<file path="src/sto_params.svh">
`ifndef STO_PARAMS_SVH
`define STO_PARAMS_SVH

// Reset values of the software-visible control bits
`define STO_ENABLE_RST      1'b0
`define STO_WEN_RST         1'b0
`define STO_AON_RST         1'b0
`define STO_EWIE_RST        1'b0

// Reset values of the timing setup, in supervisor ticks
`define STO_PERIOD_RST      16'h0400
`define STO_WINDOW_RST      16'h0200
`define STO_LEAD_RST        16'h0100

// Counter restart value
`define STO_COUNT_ZERO      16'h0000

`endif

</file>
<file path="src/sto_pkg.sv">
package sto_pkg;

   // Control bits written together, as one write of the primary control
   typedef struct packed {
      logic enable;
      logic wen;
      logic always_on;
   } sto_ctrl_type;

   // Timing setup fields
   typedef struct packed {
      logic [15:0] period;
      logic [15:0] window;
   } sto_timing_type;

   // Per-item write synchronisation busy flags
   typedef struct packed {
      logic enable;
      logic wen;
      logic always_on;
      logic clear;
   } sto_busy_type;

   // Operating mode as seen by the counting logic
   typedef enum logic [3:0] {
      STO_OFF       = 4'h0,
      STO_NORMAL    = 4'h1,
      STO_NORMAL_EW = 4'h2,
      STO_WINDOW    = 4'h4,
      STO_WINDOW_EW = 4'h8
   } sto_mode_type;

endpackage

</file>
<file path="src/sto_supervisor_timer.sv">
`timescale 1ns/1ps
`default_nettype none
`include "sto_params.svh"

module sto_supervisor_timer #(
   parameter int CNT_W = 16
) (
   // Clock, power-on reset and clock enable
   input  wire  logic                    i_clk,
   input  wire  logic                    i_rst,
   input  wire  logic                    i_ce,
   // Supervisor tick clock, arrives from the oscillator pin
   input  wire  logic                    i_supervisor_tick_clock,
   // Primary control write
   input  wire  logic                    i_ctrl_wr,
   input  wire  sto_pkg::sto_ctrl_type   i_ctrl,
   // Counter clear write
   input  wire  logic                    i_clear_wr,
   // Timing setup write
   input  wire  logic                    i_timing_wr,
   input  wire  sto_pkg::sto_timing_type i_timing,
   // Pre-alert control write
   input  wire  logic                    i_pre_alert_wr,
   input  wire  logic [CNT_W-1:0]        i_pre_alert_lead_field,
   // Pre-alert interrupt enable set and clear strobes
   input  wire  logic                    i_ewie_set,
   input  wire  logic                    i_ewie_clr,
   // Read-back of control and setup
   output logic                          o_enable,
   output logic                          o_wen,
   output logic                          o_persistent_run_bit,
   output logic                          o_ewie,
   output sto_pkg::sto_timing_type       o_timing,
   output logic [CNT_W-1:0]              o_pre_alert_lead_field,
   // Status
   output sto_pkg::sto_busy_type         o_busy,
   output sto_pkg::sto_mode_type         o_mode,
   output logic [CNT_W-1:0]              o_count,
   output logic                          o_pre_alert,
   output logic                          o_period_end
);
   import sto_pkg::*;

   // Tick synchroniser: first stage is read only by the second
   logic tick_meta;
   logic tick_sync;
   logic tick_prev;
   logic tick;

   always_ff @(posedge i_clk or posedge i_rst) begin
      if (i_rst) begin
         tick_meta <= 1'b0;
         tick_sync <= 1'b0;
         tick_prev <= 1'b0;
      end else if (i_ce) begin
         tick_meta <= i_supervisor_tick_clock;
         tick_sync <= tick_meta;
         tick_prev <= tick_sync;
      end
   end

   // One tick of the counting domain per rising oscillator edge
   assign tick = tick_sync & ~tick_prev;

   // Software side control state
   logic              enable;
   logic              wen;
   logic              always_on;
   logic              ewie;
   sto_timing_type    timing;
   logic [CNT_W-1:0]  lead;
   sto_busy_type      busy;
   logic              next_enable;
   logic              next_wen;
   logic              next_always_on;
   logic              next_ewie;
   sto_timing_type    next_timing;
   logic [CNT_W-1:0]  next_lead;
   sto_busy_type      next_busy;

   // Counting side state; count and effective controls only updated on a tick, pulses clear a cycle later
   logic              eff_enable;
   logic              eff_wen;
   logic              eff_aon;
   logic [CNT_W-1:0]  count;
   logic              pre_alert;
   logic              period_end;
   logic              next_eff_enable;
   logic              next_eff_wen;
   logic              next_eff_aon;
   logic [CNT_W-1:0]  next_count;
   logic              next_pre_alert;
   logic              next_period_end;

   // Control registers; values read back at once, busy shows the crossing
   always_comb begin
      next_enable    = enable;
      next_wen       = wen;
      next_always_on = always_on;
      next_ewie      = ewie;
      next_timing    = timing;
      next_lead      = lead;
      next_busy      = busy;
      // Pending items are taken over on a tick; a new write in that cycle wins
      if (tick) begin
         next_busy = '0;
      end
      if (i_ctrl_wr) begin
         next_enable    = i_ctrl.enable;
         next_wen       = i_ctrl.wen;
         // Writing zero never clears it, only the power-on reset does
         next_always_on = always_on | i_ctrl.always_on;
         next_busy.enable    = 1'b1;
         next_busy.wen       = 1'b1;
         next_busy.always_on = 1'b1;
      end
      if (i_clear_wr) begin
         next_busy.clear = 1'b1;
      end
      // Setup is frozen once the persistent bit is written
      if (i_timing_wr && !always_on) begin
         next_timing = i_timing;
      end
      if (i_pre_alert_wr && !always_on) begin
         next_lead = i_pre_alert_lead_field;
      end
      // Enable set and clear stay open in all modes; set wins
      if (i_ewie_clr) begin
         next_ewie = 1'b0;
      end
      if (i_ewie_set) begin
         next_ewie = 1'b1;
      end
   end

   always_ff @(posedge i_clk or posedge i_rst) begin
      if (i_rst) begin
         enable    <= `STO_ENABLE_RST;
         wen       <= `STO_WEN_RST;
         always_on <= `STO_AON_RST;
         ewie      <= `STO_EWIE_RST;
         timing    <= '{period: `STO_PERIOD_RST, window: `STO_WINDOW_RST};
         lead      <= `STO_LEAD_RST;
         busy      <= '0;
      end else if (i_ce) begin
         enable    <= next_enable;
         wen       <= next_wen;
         always_on <= next_always_on;
         ewie      <= next_ewie;
         timing    <= next_timing;
         lead      <= next_lead;
         busy      <= next_busy;
      end
   end

   // Mode decode, shared by the counter and the status output
   function automatic sto_mode_type mode_of(input logic run, input logic w, input logic ie);
      sto_mode_type m;
      m = STO_OFF;
      if (run) begin
         unique case ({w, ie})
            2'b00: m = STO_NORMAL;
            2'b01: m = STO_NORMAL_EW;
            2'b10: m = STO_WINDOW;
            2'b11: m = STO_WINDOW_EW;
         endcase
      end
      return m;
   endfunction

   sto_mode_type mode;
   logic         running;
   logic [CNT_W-1:0] last;
   logic [CNT_W-1:0] alert_at;

   // Persistent bit overrides the ordinary enable
   assign running  = eff_enable | eff_aon;
   assign mode     = mode_of(running, eff_wen, ewie);
   assign last     = timing.period[CNT_W-1:0] - {{(CNT_W-1){1'b0}}, 1'b1};
   // Window mode counts the lead from the opening of the window
   assign alert_at = (mode == STO_WINDOW_EW) ?
                     timing.window[CNT_W-1:0] + lead : lead;

   // Counting side: synchronised items take effect only on a tick
   always_comb begin
      next_eff_enable = eff_enable;
      next_eff_wen    = eff_wen;
      next_eff_aon    = eff_aon;
      next_count      = count;
      next_pre_alert  = 1'b0;
      next_period_end = 1'b0;
      if (tick) begin
         if (busy.enable) begin
            next_eff_enable = enable;
         end
         if (busy.wen) begin
            next_eff_wen = wen;
         end
         if (busy.always_on) begin
            next_eff_aon = always_on;
         end
         if (!running) begin
            next_count = `STO_COUNT_ZERO;
         end else if (busy.clear || count == last) begin
            // A clear or a full period starts a new time-out period
            next_count      = `STO_COUNT_ZERO;
            next_period_end = ~busy.clear;
         end else begin
            next_count = count + {{(CNT_W-1){1'b0}}, 1'b1};
         end
         // Lead ticks counted from the start of each period, from the window opening in window mode
         if (running && !busy.clear && count == alert_at &&
             (mode == STO_NORMAL_EW || mode == STO_WINDOW_EW)) begin
            next_pre_alert = 1'b1;
         end
      end
   end

   always_ff @(posedge i_clk or posedge i_rst) begin
      if (i_rst) begin
         eff_enable <= `STO_ENABLE_RST;
         eff_wen    <= `STO_WEN_RST;
         eff_aon    <= `STO_AON_RST;
         count      <= `STO_COUNT_ZERO;
         pre_alert  <= 1'b0;
         period_end <= 1'b0;
      end else if (i_ce) begin
         eff_enable <= next_eff_enable;
         eff_wen    <= next_eff_wen;
         eff_aon    <= next_eff_aon;
         count      <= next_count;
         pre_alert  <= next_pre_alert;
         period_end <= next_period_end;
      end
   end

   // Outputs, all from flip-flops except the mode decode
   assign o_enable               = enable;
   assign o_wen                  = wen;
   assign o_persistent_run_bit   = always_on;
   assign o_ewie                 = ewie;
   assign o_timing               = timing;
   assign o_pre_alert_lead_field = lead;
   assign o_busy                 = busy;
   assign o_mode                 = mode;
   assign o_count                = count;
   assign o_pre_alert            = pre_alert;
   assign o_period_end           = period_end;

endmodule
`default_nettype wire

</file>
<file path="config.mk">
export PLATFORM = sky130hd
export DESIGN_NAME = sto_supervisor_timer
export DESIGN_NICKNAME = d
export VERILOG_FILES = /design/src/sto_pkg.sv /design/src/sto_supervisor_timer.sv
export VERILOG_INCLUDE_DIRS = /design/src
export SDC_FILE = /design/constraint.sdc
export NUM_CORES = 1
export LEC_CHECK = 0
export BUFFER_PORTS_ARGS = -buffer_cell sky130_fd_sc_hd__buf_2
export CAP_MARGIN = 0
export CORE_ASPECT_RATIO = 1.2
export CORE_MARGIN = 2
export CORE_UTILIZATION = 45
export DETAILED_ROUTE_END_ITERATION = 7
export GPL_TIMING_DRIVEN = 0
export PLACE_DENSITY_LB_ADDON = 0.05
export SLEW_MARGIN = 20
export SYNTH_ARGS = -nofsm -noshare
export SYNTH_HDL_FRONTEND = slang
export SYNTH_SLANG_ARGS = --single-unit
</file>
<file path="constraint.sdc">
create_clock -name i_clk -period 9.4 [get_ports i_clk]
set_clock_uncertainty 0.2 [all_clocks]
set_input_delay 1.41 -clock i_clk [delete_from_list [all_inputs] [get_ports i_clk]]
set_output_delay 1.41 -clock i_clk [all_outputs]
set_load 0.005 [all_outputs]
</file>
Word level (Yosys, flattened, before mapping)
Cells that the tools add are included.
{ "totals": {"output_inout_bits": 78, "register_bits": 80, "inputBits": 61, "elab_cells": 73} }
{ "op_classes": {"mux": 15, "bitwise_logic": 5, "addsub": 3, "eq_ne": 7, "n_reduce_logical": 23} }
{ "ops": {"columns": ["operator", "count"], "rows": [
  ["16-bit two-way mux", 3],
  ["16-bit == test", 2],
  ["16-bit by 1-bit adder with 16-bit output (second input constant)", 1],
  ["16-bit adder", 1],
  ["4-bit one-hot mux with 4 select lines", 1],
  ["16-bit by 1-bit subtractor with 16-bit output (second input constant)", 1],
  ["2-bit AND reduction", 7],
  ["3-bit AND reduction", 3],
  ["1-bit two-way mux", 8],
  ["4-bit two-way mux", 2],
  ["2-bit nonzero test", 3],
  ["1-bit logical AND", 5],
  ["2-bit == test (second input constant)", 2],
  ["4-bit by 2-bit == test with 1-bit output (second input constant)", 1],
  ["4-bit == test (second input constant)", 1],
  ["3-bit two-way mux", 1],
  ["2-bit by 1-bit == test with 1-bit output (second input constant)", 1],
  ["1-bit logical NOT", 2],
  ["2-bit logical NOT", 1],
  ["1-bit logical OR", 2],
  ["1-bit NOT", 2],
  ["1-bit bitwise OR", 2],
  ["1-bit AND", 1]
]} }

Longest topological paths before layout
Gate-level depths: netlist (run 1).
{ "depth": {"ltp_word": 10, "ltp_mapped": 12, "ltp_nobuf": 10} }

Worst setup path before layout (run 1)
Ideal clock, no wire load.
{ "synth_path": {"path_type": "input-to-reg", "startpoint": "input i_ce", "endpoint": "register pre_alert (netlist: o_pre_alert)", "required_ns": 9.105, "path_stages": 8, "setup_ns": 0.095, "path_slack_ns": 6.348, "path_buffers": 1, "arrival_time_ns": 2.756, "cell_sequence": "nand3_1 clkbuf_1 or4_1 a21oi_1 nand4_1 a21oi_1 nand4_1 o31ai_1"} }
{ "synth_lines": {"columns": ["element", "line_no", "rtl"], "rows": [
  ["start: declaration", "sto_supervisor_timer.sv:11", "input wire logic i_ce,"],
  ["end signal: assignment", "sto_supervisor_timer.sv:232", "pre_alert <= next_pre_alert;"],
  ["end: declaration", "sto_supervisor_timer.sv:86", "logic pre_alert;"]
]} }

Worst setup path after layout (run 1)
{ "layout_path": {"startpoint": "register eff_aon", "endpoint": "output o_mode[3]"} }
{ "layout_via": {"elab_chain_cells": 2} }
{ "layout_lines": {"columns": ["element", "line_no", "rtl"], "rows": [
  ["start: declaration", "sto_supervisor_timer.sv:84", "logic eff_aon;"],
  ["start signal: assignment", "sto_supervisor_timer.sv:223", "eff_aon <= `STO_AON_RST;"],
  ["start signal: assignment", "sto_supervisor_timer.sv:230", "eff_aon <= next_eff_aon;"],
  ["1-bit bitwise OR", "sto_supervisor_timer.sv:177", "assign running = eff_enable | eff_aon;"],
  ["4-bit two-way mux", "sto_supervisor_timer.sv:160", "if (run) begin"],
  ["end: declaration", "sto_supervisor_timer.sv:37", "output sto_pkg::sto_mode_type o_mode,"]
]} }
Every way passes these cells.

==> impl_metrics.ini, run 1 <==
[critical_path]
setup.worst_path.end_class = output pin
cp.required_ps = 7790
r2r_slack_ps = 5960
crit_start = eff_aon$_DFFE_PP0P_
crit_path_start_kind = flop
crit_arrival_ps = 2080
worst-path-max-fanout = 8
worst-setup-path-type = reg -> out
timing.rr.start = o_timing[16]$_DFFE_PP0P_

[drt]
vias = 4713
drc = 0
firstDrtPassIters = 5
drt.antenna.violating_nets = 0
drtIter0Drc = 153
wire_per_inst_microns = 17.37
wl_mm = 14.37
via_per_inst = 5.699

[floorplanning]
core_sq_mm = 0.01109
die-area_sq_mm = 0.01235
std_cell_rows = 42
start_util_pct = 46.57
io_pins = 139
die_h_microns = 121.3
fp.dieW_microns = 101.8

[sta]
tightest_slew_ps = 838.8
layout_setup_ws_ps = 5713
drv_slew = 0
maxClockFrequency_mhz = 271.2
setup_violations = 0
rsz0062_at_grt = no
slew_headroom_pct = 43.83
fin_setup_tns_ps = 0
post-route-min-period_ps = 3687
hold_viol = 0
fin_crit_sh_pct = 39.22

[grt]
grt_util_met2_pct = 41.32
use_met1_pct = 28.78
grt_max_degree = 47
use_met3_pct = 2.592
grt_usage_pct = 23.56
top_usage_layer = met2
grt_pass1_wl_mm = 22.65
antenna_found_initial = 0
gr-total-overflow = 0
grt_pass1_vias = 4593

[yosys]
synth_top_area_share_pct = 36.35
synth_seq_area_share_pct = 37.87
synthCells = 518
syn_area_per_cell_sq_um = 9.969
async_reset_ff_share_pct = 100.0
yosys.area.top_type = dfrtp_1
ys.flop_type = dfrtp_1
yosys-top-cells-area = dfrtp_1, mux2_2, xnor2_1
syn_nets = 597
synth_cell_types = 64
ys_ff_latch = 78
syn_area_sq_mm = 0.005164
synth-edff-count = 0
yosysWarnings = 0

[cts]
clk_latency_ps = 340
post_cts_buffers = 0
hold_buffers = 0
cts_made_buffers = 9
cts.sinks = 78
cts_resized = 0
cts_root_buf = clkbuf_16
clk_pin_slew_ps = 60
htreeDepth = 3
cts_tree = yes
clockBufferDepth = 2

[place]
post-place-cells = 811
globalplace.congestion = 0.8395
place_ws_ps = 5779
placed_area_sq_mm = 0.006077
portBuffers = 138
dp_hpwl_mm = 11.01

[layout]
final_common_cell = buf_2
final_area_sq_mm = 0.006337
area_growth_syn_to_layout_pct = 22.73
final_cell_mix = buf_2, dfrtp_1, mux2_2
layout.nets = 747
drive_above_1_share_pct = 34.62
antenna_cells = 0
regArea_sq_mm = 0.001956
final_cells = 827
multi_input_area_sq_mm = 0.002969
fillers = 1023

[min_path]
hold_start = o_pre_alert$_DFFE_PP0P_
min_path_type = reg -> reg

[power]
leakagePower_nw = 2.958
power.density_mw_per_mm2 = 250.8
ir_drop_v = 0.0001363
power.total_mw = 1.589

[outcome]
status = complete, no violations

[job]
max_cap_violations = 0
[synthesized netlist by cell type (12+ instances only)]
cell type,n
xnor2_1,37
nor2_1,18
nor4_1,13
and3_1,12
ha_1,17
xor2_1,13
nor3_1,15
a21oi_1,18
clkbuf_1,19
a211o_1,13
mux2_2,56
o21ai_0,16
nand2_1,31
dfrtp_1,75
inv_1,20
[critical path, stage by stage, from the launching register on]
cell and delay (ps):
dfrtp_1 410, o211ai_1 700, inv_1 380, buf_2 240
[kinds of logic (layout without fill, tap and decap cells)]
logic type      Yosys count  after routing  synth area share, %
buf+inv                  54            209                4.628
flops                    78             78                37.87
fa+ha+maj                18             18                4.507
compound gates          108            108                14.78
simple gates            151            151                16.94
xor+xnor                 50             50                8.481
mux                      59             59                12.79
[report_power, final]
group	internal (mW)	switching, mW
clock	0.177	0.142
combinational	0.356	0.390
sequential	0.419	0.105
[metrics by stage]
stage / utilization, % / hold WS [ps]
after global placement: 54.54 / 274.8
after detailed placement: 54.81 / 296.5
after global routing: 57.15 / 330.0
after CTS: 57.15 / 312.0
final: 57.15 / 298.2
after floorplan: - / 275.0
[final timing paths]
| kind | endpoint | cells after the start |
|---|---|---|
| max | o_mode[3] | 3 |
| min | o_pre_alert$_DFFE_PP0P_ | 2 |
| max reg2reg | o_count[3]$_DFFE_PP0P_ | 12 |
| min reg2reg | o_pre_alert$_DFFE_PP0P_ | 2 |
| max in group asynchronous | o_pre_alert_lead_field[8]$_DFFE_PP1P_ | 3 |
| min in group asynchronous | o_timing[30]$_DFFE_PP0P_ | 2 |
[state kept, by name, indices dropped and copies added (netlist names)]
name / count
o_timing: 32
o_count: 16
o_pre_alert_lead_field: 16
o_busy: 2
eff_aon: 1
eff_enable: 1
eff_wen: 1
o_enable: 1
o_ewie: 1
o_period_end: 1
o_persistent_run_bit: 1
o_pre_alert: 1
o_wen: 1
tick_meta: 1
tick_prev: 1
tick_sync: 1
[routing by layer]
layer,vias up,share of wire [%]
li1,2224,-
met1,2328,42
met2,138,51
met3,23,4.3
met4,0,2.3
met5,-,0
[layout make-up]
type,instances,area share [%]
inverter,21,1.283
clock buffer,11,3.672
multi-input combinational,386,46.85
tap,154,3.040
buffer,33,2.527
sequential,78,30.86
clock inverter,5,0.4344
timing repair buffer,139,11.33
(Power assumes the default switching activity.)
==> run 2: changes to the inputs <==
--- a/config.mk
+++ b/config.mk
@@ -6,6 +6,7 @@
 export SDC_FILE = /design/constraint.sdc
 export NUM_CORES = 1
 export LEC_CHECK = 0
+export ABC_AREA = 1
 export BUFFER_PORTS_ARGS = -buffer_cell sky130_fd_sc_hd__buf_2
 export CAP_MARGIN = 0
 export CORE_ASPECT_RATIO = 1.2
==> constraint.sdc (replaced) <==
create_clock -name i_clk -period 3.67 [get_ports i_clk]
set_clock_uncertainty 0.2 [all_clocks]
set_input_delay 0.5505 -clock i_clk [delete_from_list [all_inputs] [get_ports i_clk]]
set_output_delay 0.5505 -clock i_clk [all_outputs]
set_load 0.005 [all_outputs]
==> run 2 against run 1 <==
Compared with the run above:
- critical endpoint is now o_count[12]$_DFFE_PP0P_
- clock-buffer cell count up 1
- utilization decreased by 0.36 points
- sequential power up 76%
- synthesized area is 3.5% higher
- cell count grew 23%
- non-clock buffer count is 12 lower
- first-iteration DRC count is 14% lower
- die area is 3.4% higher
- critical path type is now reg -> reg
==> impl_metrics.ini, run 2 <==
[critical_path]
r2r_slack_ps = 880
crit_arrival_ps = 2820
worst-setup-path-type = reg -> reg
crit_path_start_kind = flop
worst-path-max-fanout = 10
setup.worst_path.end_class = flop
cp.required_ps = 3710

[drt]
wire_per_inst_microns = 13.70
drtIter0Drc = 132
drc = 0
via_per_inst = 4.832
wl_mm = 13.97
drt.antenna.violating_nets = 0
firstDrtPassIters = 5
vias = 4929

[power]
leakagePower_nw = 3.773
power.total_mw = 2.136
power.density_mw_per_mm2 = 325.1
ir_drop_v = 0.0002295

[sta]
setup_violations = 0
slew_headroom_pct = 48.37
fin_setup_tns_ps = 0
fin_crit_sh_pct = 75.91
maxClockFrequency_mhz = 359.0
rsz0062_at_grt = no
hold_viol = 0
drv_slew = 0
tightest_slew_ps = 774.5
post-route-min-period_ps = 2786

[layout]
fillers = 1144
largest_reg_flops = 32
area_growth_syn_to_layout_pct = 22.95
final_cell_mix = nand2_1, buf_2, inv_1
drive_above_1_share_pct = 26.54
final_area_sq_mm = 0.006570
antenna_cells = 0
final_common_cell = nand2_1
layout.nets = 937

[outcome]
status = complete, no violations

[grt]
antenna_found_initial = 0
grt_pass1_wl_mm = 22.39
grt_usage_pct = 22.82
grt_max_degree = 44
grt_pass1_vias = 4767
gr-total-overflow = 0

[floorplanning]
io_pins = 139
fp.dieW_microns = 103.5
start_util_pct = 46.20
core_sq_mm = 0.01157
std_cell_rows = 43
die_h_microns = 123.4
die-area_sq_mm = 0.01277

[yosys]
synth_top_area_share_pct = 35.12
syn_nets = 787
yosysWarnings = 0
synth-edff-count = 0
async_reset_ff_share_pct = 100.0
ys.flop_type = dfrtp_1
syn_area_sq_mm = 0.005344
synth_cell_types = 40
ys_ff_latch = 78
yosys-top-cells-area = dfrtp_1, nand2_1, nand3_1
synth_most_common_cell = nand2_1
synth_commonest_cells = nand2_1, inv_1, nand3_1, dfrtp_1, nor2_1
syn_area_per_cell_sq_um = 7.548
synthCells = 708
yosys.area.top_type = dfrtp_1
synth_seq_area_share_pct = 36.60

[cts]
post_cts_buffers = 0
cts.sinks = 78
cts_resized = 0
hold_buffers = 0
htreeDepth = 3
cts_made_buffers = 9
clk_latency_ps = 340
clockBufferDepth = 2
clk_pin_slew_ps = 60
cts_tree = yes
cts_root_buf = clkbuf_16

[place]
globalplace.congestion = 0.8256
dp_hpwl_mm = 11.38
portBuffers = 138
placed_area_sq_mm = 0.006254

[job]
max_cap_violations = 0

[min_path]
min_path_type = in -> async
==> run 2: cell types whose count changed in the layout (fill, tap and decap cells not counted), moves of 10 or more <==
| cell | delta |
|---|---|
| nand2_1 | +183 |
| nand3_1 | +67 |
| inv_1 | +65 |
| nor2_1 | +37 |
| xnor2_1 | -29 |
| mux2_2 | -22 |
| xor2_1 | +15 |
| a211o_1 | -13 |
| nor3_1 | -13 |
| nor4_1 | -13 |
| and3_1 | -12 |
| nor4b_1 | -10 |
==> run 2: final timing paths <==
path / from / end / cells past startpoint
setup reg to reg: o_timing[16]$_DFFE_PP0P_ / o_count[12]$_DFFE_PP0P_ / 13
max in group asynchronous: i_rst / o_pre_alert_lead_field[8]$_DFFE_PP1P_ / 3
hold / removal: i_rst / o_timing[29]$_DFFE_PP0P_ / 2
setup / recovery: o_timing[16]$_DFFE_PP0P_ / o_count[12]$_DFFE_PP0P_ / 13
hold reg to reg: tick_prev$_DFFE_PP0P_ / tick_prev$_DFFE_PP0P_ / 2
min in group i_clk: i_supervisor_tick_clock / tick_meta$_DFFE_PP0P_ / 3
==> run 2: layer usage <==
layer	up-vias	part of all wire, %	global-route usage, %
met5	-	0	0
met4	0	1.4	5.921
met3	15	3.6	4.522
met2	96	50	39.56
met1	2260	45	28.76
li1	2558	-	-
==> run 2: logic make-up (layout without fill, tap and decap cells) <==
family,after synthesis,in the layout,synth area share (%)
AOI/OAI and AO/OA,43,43,4.285
xor gates and xnor gates,37,37,6.322
adders and majority gates,18,18,4.355
buffers and inverters,108,263,8.101
DFF,78,78,36.60
muxes,34,34,7.165
and+or+nand+nor,390,390,33.18
==> run 2: cell type report <==
class                      instances  area, sq um  area share (%)
inverter                          87        329.1           5.009
clock buffer                      12        246.5           3.752
timing repair buffer             139        710.7           10.82
tap                              157        196.4           2.990
clock inverter                     4        70.07           1.066
buffer                            21        106.4           1.619
multi-input combinational        522         2955           44.98
sequential                        78         1956           29.77
==> run 2: through the flow <==
stage	setup slack (ps)	instances	utilization [%]	hold WS, ps
after global routing	707.6	1020	56.80	65.33
after detailed placement	891.3	1004	54.06	275.8
after floorplan	929.4	708	-	242.6
after global placement	20.10	1003	53.87	259.7
final	884.1	1020	56.80	29.60
after CTS	874.5	1020	56.80	40.73
==> run 2: report_power, final <==
part | internal, mW | total, mW | leakage, nW | switching [mW]
Clock | 0.612 | 0.959 | 0.157 | 0.347
Sequential | 0.891 | 0.920 | 0.974 | 0.0296
Combinational | 0.100 | 0.257 | 2.64 | 0.157
==> run 2: critical path: stages, from the launching register on <==
cell	delay, ps
dfrtp_1	410
inv_1	240
ha_1	290
nand3_2	140
nor2_4	170
nand3_4	100
nor3_4	160
xor2_1	230
nand2_1	100
nor2_2	180
nand3_4	150
buf_6	190
nand3_1	70
nand2_1	50
==> run 3: changes to the inputs <==
==> constraint.sdc (replaced) <==
create_clock -name i_clk -period 2.39 [get_ports i_clk]
set_clock_uncertainty 0.2 [all_clocks]
set_input_delay 0.3585 -clock i_clk [delete_from_list [all_inputs] [get_ports i_clk]]
set_output_delay 0.3585 -clock i_clk [all_outputs]
set_load 0.005 [all_outputs]
==> run 3 against run 2 <==
Compared with the run above:
- die area unchanged
- global-route usage increased by 0.36 points
- critical path type unchanged
- clock power increased by 70%
- hold slack improved by 2.6 ps
- sequential cell count unchanged
- combinational power increased by 66%
- design area increased by 5.9%
- via count increased by 3.9%
- largest power group unchanged
==> impl_metrics.ini, run 3 (synthesis results as in run 2) <==
[floorplanning]
std_cell_rows = 43
core_sq_mm = 0.01157
io_pins = 139
die-area_sq_mm = 0.01277
start_util_pct = 46.20
die_h_microns = 123.4
fp.dieW_microns = 103.5

[grt]
grt_pass1_vias = 4844
gr-total-overflow = 0
antenna_found_initial = 0
grt_pass1_wl_mm = 22.89
grt_max_degree = 35
grt_usage_pct = 23.18

[min_path]
min_path_type = in -> reg
hold_depth = 3

[power]
leakagePower_nw = 3.861
ir_drop_v = 0.0003817
power.density_mw_per_mm2 = 499.4

[sta]
hold_viol = 0
fin_setup_tns_ps = 0
tightest_slew_ps = 851.4
setup_violations = 0
fin_crit_sh_pct = 99.18
post-route-min-period_ps = 2370
rsz0062_at_grt = yes
drv_slew = 0
maxClockFrequency_mhz = 421.9
layout_setup_ws_ps = 19.69
slew_headroom_pct = 43.24

[place]
globalplace.congestion = 0.8302
post-place-cells = 1005
place_ws_ps = -357.0
dp_hpwl_mm = 11.49
portBuffers = 138

[layout]
layout.nets = 953
largest_reg_flops = 32
drive_above_1_share_pct = 32.99
area_growth_syn_to_layout_pct = 30.23
final_cells = 1036
final_cell_mix = nand2_1, buf_2, inv_1
antenna_cells = 0
fin_util_pct = 60.16
final_common_cell = nand2_1

[outcome]
status = complete, no violations

[drt]
drt.antenna.violating_nets = 0
wire_per_inst_microns = 14.13
drc = 0
vias = 5120
wl_mm = 14.64
firstDrtPassIters = 4
drtIter0Drc = 182
via_per_inst = 4.942

[critical_path]
setup.worst_path.end_class = flop
worst-path-max-fanout = 3
cp.required_ps = 2450
crit_path_start_kind = flop
reg2reg_depth = 14
worst-setup-path-type = reg -> reg
crit_arrival_ps = 2430

[cts]
clk_pin_slew_ps = 60
htreeDepth = 3
clockBufferDepth = 2
cts_tree = yes
cts_made_buffers = 9
cts.sinks = 78
cts_root_buf = clkbuf_16
clk_latency_ps = 340

[job]
max_cap_violations = 0
==> run 3: final timing paths <==
kind | from | end | slack (ps)
worst min-delay path | i_supervisor_tick_clock | tick_meta$_DFFE_PP0P_ | 30
worst max register to register | o_pre_alert_lead_field[0]$_DFFE_PP0P_ | o_pre_alert$_DFFE_PP0P_ | 20
worst min register to register | tick_prev$_DFFE_PP0P_ | tick_prev$_DFFE_PP0P_ | 280
min in group asynchronous | i_rst | o_timing[11]$_DFFE_PP0P_ | 350
max in group asynchronous | i_rst | o_timing[26]$_DFFE_PP1P_ | 1080
worst max-delay path | o_pre_alert_lead_field[0]$_DFFE_PP0P_ | o_pre_alert$_DFFE_PP0P_ | 20
==> run 3: cell type report <==
cell class	instances	area [sq um]
Fill cell	1064	4608
Multi-Input combinational cell	522	3144
Sequential cell	78	1959
Timing Repair Buffer	155	858.3
Inverter	87	330.3
Clock buffer	10	239.0
Tap cell	157	196.4
Clock inverter	6	116.4
Buffer	21	115.1
==> run 3: power breakdown <==
| part | internal, mW | switching, mW | leakage [nW] |
|---|---|---|---|
| clock network | 1.06 | 0.573 | 0.174 |
| registers | 1.37 | 0.0489 | 0.969 |
| logic | 0.169 | 0.257 | 2.72 |
==> run 3: routing by layer <==
layer | share of wire (%) | GRT usage [%]
met1 | 43 | 27.80
met2 | 52 | 41.77
met3 | 4.5 | 4.127
met4 | 0.92 | 6.743
met5 | 0 | 0
==> run 3: through the flow <==
stage	hold WS, ps	cell area (sq um)	total power [mW]
after floorplan	242.6	5348	1.660
after global placement	260.0	6235	1.823
after detailed placement	179.1	6275	1.844
after CTS	20.49	6792	3.490
after global routing	37.24	6959	3.627
final	32.19	6959	3.475
==> run 3: what timing repair did <==
item	4_1_cts	5_1_grt
buffers inserted	8	6
pin swaps	16	17
setup endpoints to repair	19	19
gates resized for setup	20	34
hold buffers	1	0
hold endpoints to repair	13	0
==> run 3: worst max-delay path, cell delays in order (launching register included) <==
cell and delay [ps]:
dfrtp_1 400, ha_2 210, fa_2 370, nand2_2 100
buf_4 110, nand3_2 80, nand2_1 70, nand2_1 40
nand2_1 50, nand2_1 50, nor2_1 120, nand3b_1 110
nor2_2 110, nand4_1 100, o21bai_1 140
